File: src/core/csb_defines.vh
// Purpose: Constants for the CPU flag register and bank decode
// Assumes: 12-bit data address, 128-byte banks
// Notes: Included by every design file
`ifndef CSB_DEFINES_VH
`define CSB_DEFINES_VH
`define CSB_BIT_C 0
`define CSB_BIT_DC 1
`define CSB_BIT_Z 2
`define CSB_BIT_PD 3
`define CSB_BIT_TO 4
`define CSB_UNIMP_HI 7
`define CSB_UNIMP_LO 5
`define CSB_UNIMP_BITS 3'h0
`define CSB_FLAGS_RST 8'h18
`define CSB_ADDR_W 12
`define CSB_BANK_W 5
`define CSB_OFS_W 7
`define CSB_FLAGS_OFS 7'h03
`define CSB_CORE_LAST 7'h0b
`define CSB_PERIPH_FIRST 7'h0c
`define CSB_PERIPH_LAST 7'h1f
`define CSB_GRAM_FIRST 7'h20
`define CSB_GRAM_LAST 7'h6f
`define CSB_COMMON_FIRST 7'h70
`define CSB_GRAM_PER_BANK 7'h50
`define CSB_LIN_BASE 16'h2000
`define CSB_LIN_LAST 16'h29af
`define CSB_OP_NONE 4'h0
`define CSB_OP_ADD 4'h1
`define CSB_OP_SUB 4'h2
`define CSB_OP_LOGIC 4'h3
`define CSB_OP_RLF 4'h4
`define CSB_OP_RRF 4'h5
`define CSB_OP_FILE_ZEROING_INSTRUCTION 4'h6
`define CSB_OP_MOVE 4'h7
`define CSB_OP_ZONLY 4'h8
`define CSB_REGION_CORE 3'h0
`define CSB_REGION_PERIPH 3'h1
`define CSB_REGION_GRAM 3'h2
`define CSB_REGION_COMMON 3'h3
`define CSB_REGION_NONE 3'h4
`endif

File: src/core/csb_alu.v
// Purpose: Combinational 8-bit adder, rotate and logic result with carries
// Assumes: Operation codes from csb_defines.vh
// Notes: Subtraction is done as an add of the two's complement
`timescale 1ns/1ps
`include "csb_defines.vh"
module csb_alu (
  // Operands
  input wire [3:0] op,
  input wire [7:0] a,
  input wire [7:0] b,
  input wire carry_in,
  // Result
  output reg [7:0] result,
  output reg c_out,
  output reg dc_out
);
  reg [4:0] lo;
  reg [8:0] full;
  reg [7:0] bb;
  always @* begin
    lo = 5'h00;
    full = 9'h000;
    bb = b;
    result = b;
    c_out = carry_in;
    dc_out = 1'b0;
    case (op)
      `CSB_OP_ADD, `CSB_OP_SUB: begin
        // Two's complement of b as ~b + 1; carries then mean no-borrow
        bb = (op == `CSB_OP_SUB) ? ~b : b;
        lo = {1'b0, a[3:0]} + {1'b0, bb[3:0]} + {4'h0, (op == `CSB_OP_SUB)};
        full = {1'b0, a} + {1'b0, bb} + {8'h00, (op == `CSB_OP_SUB)};
        result = full[7:0];
        dc_out = lo[4];
        c_out = full[8];
      end
      `CSB_OP_RLF: begin
        result = {b[6:0], carry_in};
        c_out = b[7];
      end
      `CSB_OP_RRF: begin
        result = {carry_in, b[7:1]};
        c_out = b[0];
      end
      `CSB_OP_FILE_ZEROING_INSTRUCTION: result = 8'h00;
      default: result = b;
    endcase
  end
endmodule // csb_alu

File: src/core/csb_bank_decode.v
// Purpose: Splits a data address into bank and offset and classifies it
// Assumes: 12-bit banked address, 16-bit linear pointer address
// Notes: Purely combinational
`timescale 1ns/1ps
`include "csb_defines.vh"
module csb_bank_decode (
  // Banked address
  input wire [11:0] addr,
  // Linear pointer address
  input wire [15:0] lin_addr,
  // Decode
  output wire [4:0] bank,
  output wire [6:0] ofs,
  output reg [2:0] region,
  output reg lin_hit,
  output reg [11:0] lin_phys
);
  reg [15:0] lin_off;
  reg [15:0] lin_bank;
  reg [15:0] lin_rem;
  assign bank = addr[11:7];
  assign ofs = addr[6:0];
  always @* begin
    lin_off = 16'h0000;
    lin_bank = 16'h0000;
    lin_rem = 16'h0000;
    if (ofs <= `CSB_CORE_LAST)
      region = `CSB_REGION_CORE;
    else if (ofs <= `CSB_PERIPH_LAST)
      region = `CSB_REGION_PERIPH;
    else if (ofs <= `CSB_GRAM_LAST)
      region = `CSB_REGION_GRAM;
    else
      region = `CSB_REGION_COMMON;
    // Linear window stitches the general RAM of banks 0 to 30 end to end
    lin_hit = (lin_addr >= `CSB_LIN_BASE) && (lin_addr <= `CSB_LIN_LAST);
    lin_off = lin_addr - `CSB_LIN_BASE;
    lin_bank = lin_off / {9'h000, `CSB_GRAM_PER_BANK};
    lin_rem = lin_off % {9'h000, `CSB_GRAM_PER_BANK};
    lin_phys = {lin_bank[4:0], lin_rem[6:0] + `CSB_GRAM_FIRST};
  end
endmodule // csb_bank_decode

File: src/core/csb_flags.v
// Overview of operation
// - Flag register accepts writes like a file register, except from flag-affecting instructions.
// - Flag-affecting instruction targeting it: only the flags that op affects update from result; Z, DC, C are not written.
// - Time-out and power-down bits never change by instruction write.
// - File-zeroing on it clears upper bits, sets Z, keeps others.
// - Bits 7 to 5 read as zero always.
// - Time-out bit set by power-up, kick or sleep; cleared by expiry.
// - Power-down bit set by power-up or kick; cleared by sleep.
// - Zero flag is one exactly when the result is zero.
// - Add/subtract: nibble carry is carry out of bit 3.
// - Add/subtract: carry flag is carry out of bit 7.
// - Subtraction adds two's complement of second operand.
// - In subtraction both carries mean no borrow.
// - Rotates load carry with the bit shifted out.
// - Power-on resets: status bits one, flags zero; others by cause.
// - Offsets after core registers, 20 bytes, are peripheral registers.
// - Up to 80 bytes general RAM per bank after peripherals.
// - 16-byte common RAM at same offsets in every bank.
// - General RAM reachable linearly through indirect pointers.
// - Upper five address bits select bank, lower seven the offset.
//
// Purpose: CPU flag and reset-cause register with bank address decode
// Assumes: One instruction completes per SYS_CLK when INSTR_VALID is high
// Notes: Event inputs come from same-clock core logic, not pins
//   OTHER_RESET cancels the instruction that shares its cycle
//   Decode outputs are registered and describe DEST_ADDR and LIN_ADDR of the previous cycle
`timescale 1ns/1ps
`include "csb_defines.vh"
module csb_flags (
  // Clock and reset
  input wire SYS_CLK,
  input wire NRST,
  // Instruction execute
  input wire INSTR_VALID,
  input wire [3:0] INSTR_OP,
  input wire [7:0] OPERAND_A,
  input wire [7:0] OPERAND_B,
  input wire DEST_WRITE,
  input wire [11:0] DEST_ADDR,
  // Reset-cause and power events
  input wire WATCHDOG_KICK,
  input wire SLEEP_EXEC,
  input wire WATCHDOG_EXPIRY,
  input wire OTHER_RESET,
  input wire OTHER_RESET_WDT,
  // Linear pointer address
  input wire [15:0] LIN_ADDR,
  // Results
  output reg [7:0] FLAGS,
  output reg [7:0] RESULT,
  output reg RESULT_WE,
  output reg [11:0] RESULT_ADDR,
  output reg [2:0] REGION,
  output reg LIN_HIT,
  output reg [11:0] LIN_PHYS
);
  reg carry_r;
  reg nibble_carry_r;
  reg zero_r;
  reg watchdog_expiry_flag_r;
  reg powerdown_flag_r;
  reg carry_nxt;
  reg nibble_carry_nxt;
  reg zero_nxt;
  reg watchdog_expiry_flag_nxt;
  reg powerdown_flag_nxt;
  reg hit_flags;
  reg sets_z;
  reg sets_c;
  reg sets_dc;
  reg flag_op;
  reg data_wr_flags;
  reg run;
  reg result_we_nxt;
  wire [7:0] flags_nxt;
  wire [7:0] alu_res;
  wire alu_c;
  wire alu_dc;
  wire [4:0] dec_bank;
  wire [6:0] dec_ofs;
  wire [2:0] dec_region;
  wire dec_lin_hit;
  wire [11:0] dec_lin_phys;

  // ------------------------------------------------------------
  // Datapath and decode
  // ------------------------------------------------------------
  csb_alu u_alu (
    .op(INSTR_OP),
    .a(OPERAND_A),
    .b(OPERAND_B),
    .carry_in(carry_r),
    .result(alu_res),
    .c_out(alu_c),
    .dc_out(alu_dc)
  );

  csb_bank_decode u_dec (
    .addr(DEST_ADDR),
    .lin_addr(LIN_ADDR),
    .bank(dec_bank),
    .ofs(dec_ofs),
    .region(dec_region),
    .lin_hit(dec_lin_hit),
    .lin_phys(dec_lin_phys)
  );

  // ------------------------------------------------------------
  // Instruction decode
  // ------------------------------------------------------------
  // Op classes follow which flags each instruction affects
  always @* begin
    hit_flags = INSTR_VALID && DEST_WRITE && (dec_ofs == `CSB_FLAGS_OFS);
    sets_z = (INSTR_OP == `CSB_OP_ADD) ||
             (INSTR_OP == `CSB_OP_SUB) ||
             (INSTR_OP == `CSB_OP_LOGIC) ||
             (INSTR_OP == `CSB_OP_FILE_ZEROING_INSTRUCTION) ||
             (INSTR_OP == `CSB_OP_ZONLY);
    sets_dc = (INSTR_OP == `CSB_OP_ADD) || (INSTR_OP == `CSB_OP_SUB);
    sets_c = sets_dc ||
             (INSTR_OP == `CSB_OP_RLF) || (INSTR_OP == `CSB_OP_RRF);
    // A non-power reset cancels the instruction of its cycle
    run = INSTR_VALID && !OTHER_RESET;
    flag_op = run && (sets_z || sets_dc || sets_c);
  end

  // ------------------------------------------------------------
  // Write enables
  // ------------------------------------------------------------
  always @* begin
    // One flag-affecting op locks all three bits, not only its own
    data_wr_flags = hit_flags && !OTHER_RESET && !flag_op;
    // The status target never reaches the RAM side
    result_we_nxt = run && DEST_WRITE && !hit_flags;
  end

  // ------------------------------------------------------------
  // Carry flag
  // ------------------------------------------------------------
  // Rotates shift through this bit as a ninth bit
  always @* begin
    carry_nxt = carry_r;
    if (run && sets_c) begin
      // Carry out doubles as the inverted borrow
      carry_nxt = alu_c;
    end else if (data_wr_flags) begin
      carry_nxt = alu_res[`CSB_BIT_C];
    end
  end

  // ------------------------------------------------------------
  // Nibble carry flag
  // ------------------------------------------------------------
  // Of the flag-affecting ops, only add and subtract touch this bit
  always @* begin
    nibble_carry_nxt = nibble_carry_r;
    if (run && sets_dc) begin
      nibble_carry_nxt = alu_dc;
    end else if (data_wr_flags) begin
      nibble_carry_nxt = alu_res[`CSB_BIT_DC];
    end
  end

  // ------------------------------------------------------------
  // Zero flag
  // ------------------------------------------------------------
  // A cancelled instruction leaves the flag alone
  always @* begin
    zero_nxt = zero_r;
    if (run && sets_z) begin
      zero_nxt = (alu_res == 8'h00);
    end else if (data_wr_flags) begin
      zero_nxt = alu_res[`CSB_BIT_Z];
    end
  end

  // ------------------------------------------------------------
  // Time-out flag
  // ------------------------------------------------------------
  // Instruction data never reaches this bit
  always @* begin
    watchdog_expiry_flag_nxt = watchdog_expiry_flag_r;
    if (OTHER_RESET) begin
      watchdog_expiry_flag_nxt = ~OTHER_RESET_WDT;
    end else if (WATCHDOG_EXPIRY) begin
      // Expiry beats kick and sleep so a time-out is never hidden
      watchdog_expiry_flag_nxt = 1'b0;
    end else if (WATCHDOG_KICK || SLEEP_EXEC) begin
      watchdog_expiry_flag_nxt = 1'b1;
    end
  end

  // ------------------------------------------------------------
  // Power-down flag
  // ------------------------------------------------------------
  // Instruction data never reaches this bit
  always @* begin
    powerdown_flag_nxt = powerdown_flag_r;
    if (OTHER_RESET) begin
      powerdown_flag_nxt = powerdown_flag_r;
    end else if (SLEEP_EXEC) begin
      // Sleep beats a kick in the same cycle
      powerdown_flag_nxt = 1'b0;
    end else if (WATCHDOG_KICK) begin
      powerdown_flag_nxt = 1'b1;
    end
  end

  // ------------------------------------------------------------
  // Flag image
  // ------------------------------------------------------------
  // Unimplemented bits are tied off so they always read zero
  assign flags_nxt[`CSB_UNIMP_HI:`CSB_UNIMP_LO] = `CSB_UNIMP_BITS;
  assign flags_nxt[`CSB_BIT_TO] = watchdog_expiry_flag_nxt;
  assign flags_nxt[`CSB_BIT_PD] = powerdown_flag_nxt;
  assign flags_nxt[`CSB_BIT_Z] = zero_nxt;
  assign flags_nxt[`CSB_BIT_DC] = nibble_carry_nxt;
  assign flags_nxt[`CSB_BIT_C] = carry_nxt;

  // ------------------------------------------------------------
  // Arithmetic flag registers
  // ------------------------------------------------------------
  // Power-on values: cause bits set, arithmetic flags clear
  always @(posedge SYS_CLK or negedge NRST) begin
    if (!NRST) begin
      carry_r <= 1'b0;
    end else begin
      carry_r <= carry_nxt;
    end
  end

  always @(posedge SYS_CLK or negedge NRST) begin
    if (!NRST) begin
      nibble_carry_r <= 1'b0;
    end else begin
      nibble_carry_r <= nibble_carry_nxt;
    end
  end

  always @(posedge SYS_CLK or negedge NRST) begin
    if (!NRST) begin
      zero_r <= 1'b0;
    end else begin
      zero_r <= zero_nxt;
    end
  end

  // ------------------------------------------------------------
  // Reset-cause registers
  // ------------------------------------------------------------
  // Only a power-on reset sets these directly; others go through the cause logic
  always @(posedge SYS_CLK or negedge NRST) begin
    if (!NRST) begin
      watchdog_expiry_flag_r <= 1'b1;
    end else begin
      watchdog_expiry_flag_r <= watchdog_expiry_flag_nxt;
    end
  end

  always @(posedge SYS_CLK or negedge NRST) begin
    if (!NRST) begin
      powerdown_flag_r <= 1'b1;
    end else begin
      powerdown_flag_r <= powerdown_flag_nxt;
    end
  end

  // ------------------------------------------------------------
  // Flag output
  // ------------------------------------------------------------
  // Shows the flags as they stand after this edge
  always @(posedge SYS_CLK or negedge NRST) begin
    if (!NRST) begin
      FLAGS <= `CSB_FLAGS_RST;
    end else begin
      FLAGS <= flags_nxt;
    end
  end

  // ------------------------------------------------------------
  // Write-back outputs
  // ------------------------------------------------------------
  // Registered one cycle after execute, alongside the flags
  always @(posedge SYS_CLK or negedge NRST) begin
    if (!NRST) begin
      RESULT <= 8'h00;
    end else begin
      RESULT <= alu_res;
    end
  end

  // A write to the flag register itself stays inside this block
  always @(posedge SYS_CLK or negedge NRST) begin
    if (!NRST) begin
      RESULT_WE <= 1'b0;
    end else begin
      RESULT_WE <= result_we_nxt;
    end
  end

  // Bank in the upper five bits, offset in the lower seven
  always @(posedge SYS_CLK or negedge NRST) begin
    if (!NRST) begin
      RESULT_ADDR <= 12'h000;
    end else begin
      RESULT_ADDR <= {dec_bank, dec_ofs};
    end
  end

  // ------------------------------------------------------------
  // Bank decode outputs
  // ------------------------------------------------------------
  // Reads as none during reset so no region is claimed early
  always @(posedge SYS_CLK or negedge NRST) begin
    if (!NRST) begin
      REGION <= `CSB_REGION_NONE;
    end else begin
      REGION <= dec_region;
    end
  end

  // ------------------------------------------------------------
  // Linear window outputs
  // ------------------------------------------------------------
  // The physical address means something only while LIN_HIT is high
  always @(posedge SYS_CLK or negedge NRST) begin
    if (!NRST) begin
      LIN_HIT <= 1'b0;
    end else begin
      LIN_HIT <= dec_lin_hit;
    end
  end

  always @(posedge SYS_CLK or negedge NRST) begin
    if (!NRST) begin
      LIN_PHYS <= 12'h000;
    end else begin
      LIN_PHYS <= dec_lin_phys;
    end
  end
endmodule // csb_flags

File: config.mk
export PLATFORM = sky130hd
export DESIGN_NAME = csb_flags
export DESIGN_NICKNAME = d
export VERILOG_FILES = /design/src/core/csb_alu.v /design/src/core/csb_bank_decode.v /design/src/core/csb_flags.v
export VERILOG_INCLUDE_DIRS = /design/src /design/src/core
export SDC_FILE = /design/constraint.sdc
export NUM_CORES = 1
export LEC_CHECK = 0
export BUFFER_PORTS_ARGS = -buffer_cell sky130_fd_sc_hd__buf_4
export CAP_MARGIN = 15
export CORE_ASPECT_RATIO = 0.8
export CORE_MARGIN = 2
export CORE_UTILIZATION = 55
export CTS_CLUSTER_SIZE = 24
export DETAILED_ROUTE_END_ITERATION = 10
export PLACE_DENSITY = 0.81
export SETUP_SLACK_MARGIN = 0.02
export SLEW_MARGIN = 15
export SYNTH_ARGS = -nofsm -noshare
export SYNTH_HDL_FRONTEND = slang
export SYNTH_HIERARCHICAL = 1
export SYNTH_SLANG_ARGS = --single-unit
File: constraint.sdc
create_clock -name SYS_CLK -period 3 [get_ports SYS_CLK]
set_clock_uncertainty 0.2 [all_clocks]
set_input_delay 0.3 -clock SYS_CLK [delete_from_list [all_inputs] [get_ports SYS_CLK]]
set_output_delay 0.3 -clock SYS_CLK [all_outputs]
set_load 0.02 [all_outputs]
==> metrics.cfg, run 1 <==
[floorplanning]
io_pins = 102
die_h_um = 85.4
overall_die_width_um = 106
fp-row-count = 29
initial_core_utilization_pct = 57.1

[synthesis]
syn-instance-count = 553
synth_area_per_cell_um2 = 8.25
multiplexer_share_of_the_synthesized_area_pct = 3.68
ys_seq_elements = 42
synth-main-ff-cell = dfrtp_1
synth-compound-area-share_pct = 32.1
syn-cell-area_um2 = 4560
synth.lib_cells_used.distinct = 95
synth-warning-count = 6
post_synth_fa_ha_maj_area_fraction_pct = 4.33
synthArstFlopShare_pct = 100
synth_enable_flop_cells = 0
synth_simple_gate_area_share_pct = 23.7
synth_seq_area_share_pct = 23.1
synth_top_family_by_area = compound AO/OA/AOI/OAI gates
post_synth_xor_area_fraction_pct = 3.98

[sta]
worst_path_end_type = sequential cell input
worst_setup_endpoint_after_the_global_route_repair_timing = LIN_PHYS[6]$_DFF_PN0_/D

[global_route]
track_usage_pct = 97.4
globalRouteOverflowTotal = 702
grt_max_degree = 43

[clocking]
cts-buffers-inserted = 5
tritoncts_num_sinks = 42
cts_root_buffer = clkbuf_8
cts_buffer_depth = 2
htree_num_levels = 2

[run_status]
haltStage = global routing (5_1_grt)
outcome = stopped before the end
stop_error = [ERROR GRT-0232] Routing congestion too high. Check the congestion heatmap in the GUI.

[place]
dpl.hpwl_um = 13100
port_buffers = 98
placed_area_um2 = 6420
place.gp.congestion = 1.08

synth_stat cells, types with 13 or more instances:
master / count / area (um^2)
nor2_1: 38 / 143
nand3_1: 23 / 115
clkbuf_1: 21 / 78.8
inv_1: 21 / 78.8
mux2i_1: 13 / 130
dfrtp_1: 39 / 976
nand2_1: 39 / 146
o21ai_0: 19 / 95.1
a21oi_1: 47 / 235
buf_4: 24 / 180
nor3_1: 14 / 70.1
cell families after synthesis:
| kind of cell | Yosys count |
|---|---|
| flops | 42 |
| compound gates | 187 |
| xor+xnor | 19 |
| fa+ha+maj | 16 |
| buf+inv | 77 |
| simple gates | 194 |
| mux | 16 |
| other cells | 2 |
routing by layer:
metal | track usage [%] | GRT overflow
met2 | 125 | 465
met3 | 71.4 | 4
met4 | 117 | 229
met5 | 26.9 | 0
met1 | 89.2 | 4
what timing repair did:
item | 4_1_cts
endpoints found under the hold margin | 55
hold buffers | 17
gates cloned | 1
gates resized for setup | 73
pin swaps | 24
buffers inserted | 26
endpoints found under the setup margin | 9
metrics by stage:
stage / setup WS, ns / hold slack [ns] / util, % / std cells / setup TNS, ns
4_1_cts: -2.00 / 0.0128 / 91.2 / 913 / -10.67
3_5_place_dp: -2.70 / 0.102 / 80.4 / 861 / -15.93
3_3_place_gp: -2.44 / 0.0966 / 80.4 / 861 / -14.33
2_1_floorplan: -2.26 / -0.196 / - / 555 / -11.73
==> run 2, diff against run 1 <==
Settings changed: CORE_ASPECT_RATIO 0.8 to not set, CORE_UTILIZATION 55 to 40, CTS_CLUSTER_SIZE 24 to not set, PLACE_DENSITY 0.81 to not set, PLACE_DENSITY_LB_ADDON set to 0.15, SETUP_SLACK_MARGIN 0.02 to not set.
==> metrics.cfg, run 2 <==
[synthesis]
syn-cell-area_um2 = 4560  ; unchanged
synth.lib_cells_used.distinct = 95  ; unchanged
synthArstFlopShare_pct = 100  ; unchanged
synth-compound-area-share_pct = 32.1  ; unchanged
synth_top_family_by_area = compound AO/OA/AOI/OAI gates
synth.most_common_cell = a21oi_1
post_synth_xor_area_fraction_pct = 3.98  ; unchanged
synth_top_cells_by_area = dfrtp_1 21%, a21oi_1 5.2%, buf_4 4.0%
multiplexer_share_of_the_synthesized_area_pct = 3.68  ; unchanged
synth_area_per_cell_um2 = 8.25  ; unchanged
post_synth_fa_ha_maj_area_fraction_pct = 4.33  ; unchanged
synth_seq_area_share_pct = 23.1  ; unchanged
syn-instance-count = 553  ; unchanged
synth_top_cells_by_count = 47 x a21oi_1, 39 x dfrtp_1, 39 x nand2_1
synth-main-ff-cell = dfrtp_1
synth_enable_flop_cells = 0  ; unchanged
synth_top_cell_by_area = dfrtp_1
synth-warning-count = 6  ; unchanged
synth_simple_gate_area_share_pct = 23.7  ; unchanged
ys_seq_elements = 42  ; unchanged
synth_top_area_share_pct = 21.4  ; unchanged

[place]
port_buffers = 98  ; unchanged
place.gp.congestion = 0.971  ; -10%
placed_area_um2 = 6580  ; +2.4%
dpl.hpwl_um = 12300  ; -6.0%

[power]
seq_power_share_pct = 18.1
ir_worst_vdd_uv = 440
power.switching_mw = 1.52
p_leak_nw = 3.44
power.density_cell_area_nw_per_um2 = 493
clock_power_share_pct = 14.4
power.internal_mw = 2.23
share_comb_of_total_power_pct = 67.5
p_sw_share_pct = 40.6

[sta]
setup_violations = 8
hold_ws_ns = 0.0339
slew_viol_final = 0
period_needed_ns = 5.08
tightestPinTransition_ns = 0.744
maxSlewHeadroom_pct = 50.0
post-route-period-util_pct = 169
finalWorstSetupSlack_ns = -2.08
final-hold-violation-count = 0
maxClockFrequency_ghz = 0.197
setup_repair_after_global_routing_missed_its_margin = true

[routing]
routed_via_density = 5.80
drt-initial-drc-count = 335
ant_nets = 0
drt_pre_antenna_iters = 5
wl_per_cell_um = 17.5
drcViolationCount = 0
detail_route.wirelength_um = 16800
routed-via-count = 5585

[worst_setup_path]
worst_ep_required_time_ns = 2.97
timing.critical_path.from_type = input pin
critical_path.max_fanout = 5
worst_path_dominant_cell_family = compound AO/OA/AOI/OAI gates
path_common_cell = buf_4
critPathBufInv = 7
worst_path_largest_cell_delay_ns = 0.39
path_cells = buf_6 -> inv_2 -> ha_4 -> xor2_2 -> buf_4 -> buf_12 -> a22o_4 -> a211o_4 -> nor2_4 -> a311oi_2 -> buf_4 -> or3_4 -> a221o_1 -> a221o_1 -> buf_4 -> mux2_4 -> a2111oi_4 -> o21ai_2 -> a2111oi_4 -> buf_4 -> o21ai_1 -> and3_1 -> a221o_1
cp-end-kind = flop
setup.reg_to_reg.worst_slack_ns = 1.08
reg2regPathDepth = 9
cp_slowest_cell = a2111oi_4
crit-reg2reg-capture = FLAGS[2]$_DFFE_PN0P_
r2r_start = FLAGS[0]$_DFFE_PN0P_
critical_path_at_ns = 5.05
worst-setup-path-type = input pin to flop

[run_status]
violations = negative setup slack
outcome = complete, but fails checks

[global_route]
grt_max_degree = 43
antenna_violations_before_repair = 0
globalRouteOverflowTotal = 0
grt_pass1_wl_um = 26400
grt_pass1_vias = 5469
track_usage_pct = 25.5

[clocking]
cts_buffer_depth = 2  ; unchanged
clk_latency_ns = 0.28
worst_setup_hold_path_clk_slew_ns = 0.07
cts-buffers-inserted = 5  ; unchanged
cts_root_buffer = clkbuf_16
tritoncts = built
tritoncts_num_sinks = 42  ; unchanged
htree_num_levels = 2  ; unchanged

[cells_and_area]
diodes = 0
syn2layout_area_growth_pct = 66.7
final_cell_mix = 282 x buf_4, 39 x dfrtp_1, 39 x a21oi_1, 35 x nor2_1, 35 x nand2_1
design_area_um2 = 7600
final_common_cell = buf_4
post_route_cells_drive_above_1_share_pct = 50.9
biggestRegsByFlops = LIN_PHYS (12), RESULT_ADDR (12), RESULT (8)
nFillCells = 855
design.final.nets = 890

[hold_path]
min-delay-start = LIN_ADDR[0]
worstHoldPathCells = 2
worstHoldEndpoint = LIN_PHYS[0]$_DFF_PN0_
timing.hold.worst.class = input pin to flop

[floorplanning]
die_area_um2 = 12300
die_h_um = 111  ; +30%
initial_core_utilization_pct = 41.5  ; -16 points
overall_die_width_um = 111  ; +4.7%
fp-row-count = 38  ; +31%
core_area_um2 = 11000
io_pins = 102  ; unchanged

[run]
maxCapViolCount = 0

run 2: metrics by stage:
stage | power (mW) | TNS (ns) | worst slack, ns | utilization, % | cells
2_1_floorplan | 1.91 | -11.73 | -2.26 | - | 555
3_3_place_gp | 2.77 | -15.35 | -2.53 | 59.9 | 905
3_5_place_dp | 2.80 | -15.98 | -2.59 | 59.9 | 905
4_1_cts | 3.55 | -10.51 | -1.96 | 66.4 | 943
5_1_grt | 3.95 | -12.71 | -2.23 | 69.2 | 963
6_report | 3.75 | -11.72 | -2.08 | 69.2 | 963
run 2: metal layers:
layer	vias up	wire length, um	track usage [%]
li1	2609	-	-
met1	2685	6780	30.9
met2	236	8580	46.1
met3	55	896	3.39
met4	0	562	8.75
met5	-	0	0
run 2: repair_timing:
action	in CTS	in global routing
gates resized for setup	56	30
endpoints found under the setup margin	9	9
gates cloned	0	1
pin swaps	30	22
hold endpoints to repair	55	0
buffers inserted	13	19
hold buffers	17	0
run 2: cells by family after synthesis:
group | after synthesis
AO/OA/AOI/OAI | 187
buffers and inverters | 77
AND/OR/NAND/NOR | 194
multiplexers | 16
other | 2
XOR/XNOR | 19
adder cells (fa/ha/maj) | 16
flip-flops | 42
run 2: worst register-to-register path, cell delays in order (launching register included):
cell and delay [ns]:
dfrtp_1 0.46, a21oi_1 0.18, nand2_1 0.06, o21ai_0 0.08
o21ai_0 0.12, o2bb2ai_1 0.16, nand2_1 0.11, nor4_2 0.21
a21oi_1 0.11, a21oi_1 0.15
run 2: power by group through the flow:
stage | Clock, mW | Sequential, mW | Combinational (mW)
global placement | 0 | 0.686 | 2.09
floorplan | 0 | 0.769 | 1.14
finish | 0.540 | 0.679 | 2.53
detailed placement | 0 | 0.688 | 2.12
CTS | 0.544 | 0.678 | 2.33
global route | 0.570 | 0.685 | 2.69
run 2: how the worst max path moves through the flow:
stage            startpoint               endpoint  slack (ns)  depth (start not counted)
3_5_place_dp   LIN_ADDR[13]  LIN_PHYS[5]$_DFF_PN0_       -2.59                         21
4_1_cts        LIN_ADDR[13]  LIN_PHYS[6]$_DFF_PN0_       -1.96                         22
5_1_grt        LIN_ADDR[13]  LIN_PHYS[6]$_DFF_PN0_       -2.23                         19
6_report       LIN_ADDR[14]  LIN_PHYS[4]$_DFF_PN0_       -2.08                         23
2_1_floorplan  LIN_ADDR[13]  LIN_PHYS[6]$_DFF_PN0_       -2.26                         20
3_3_place_gp   LIN_ADDR[13]  LIN_PHYS[5]$_DFF_PN0_       -2.53                         21
run 2: cell type report:
class	count	area [um^2]	area share, %
Multi-Input combinational cell	436	3650	48.0
Timing Repair Buffer	315	2490	32.8
Sequential cell	42	1050	13.9
Tap cell	140	175	2.30
Clock buffer	5	125	1.65
Inverter	22	85.1	1.12
Clock inverter	3	25.0	0.329
Note: power is estimated with default switching activity, not from simulation.
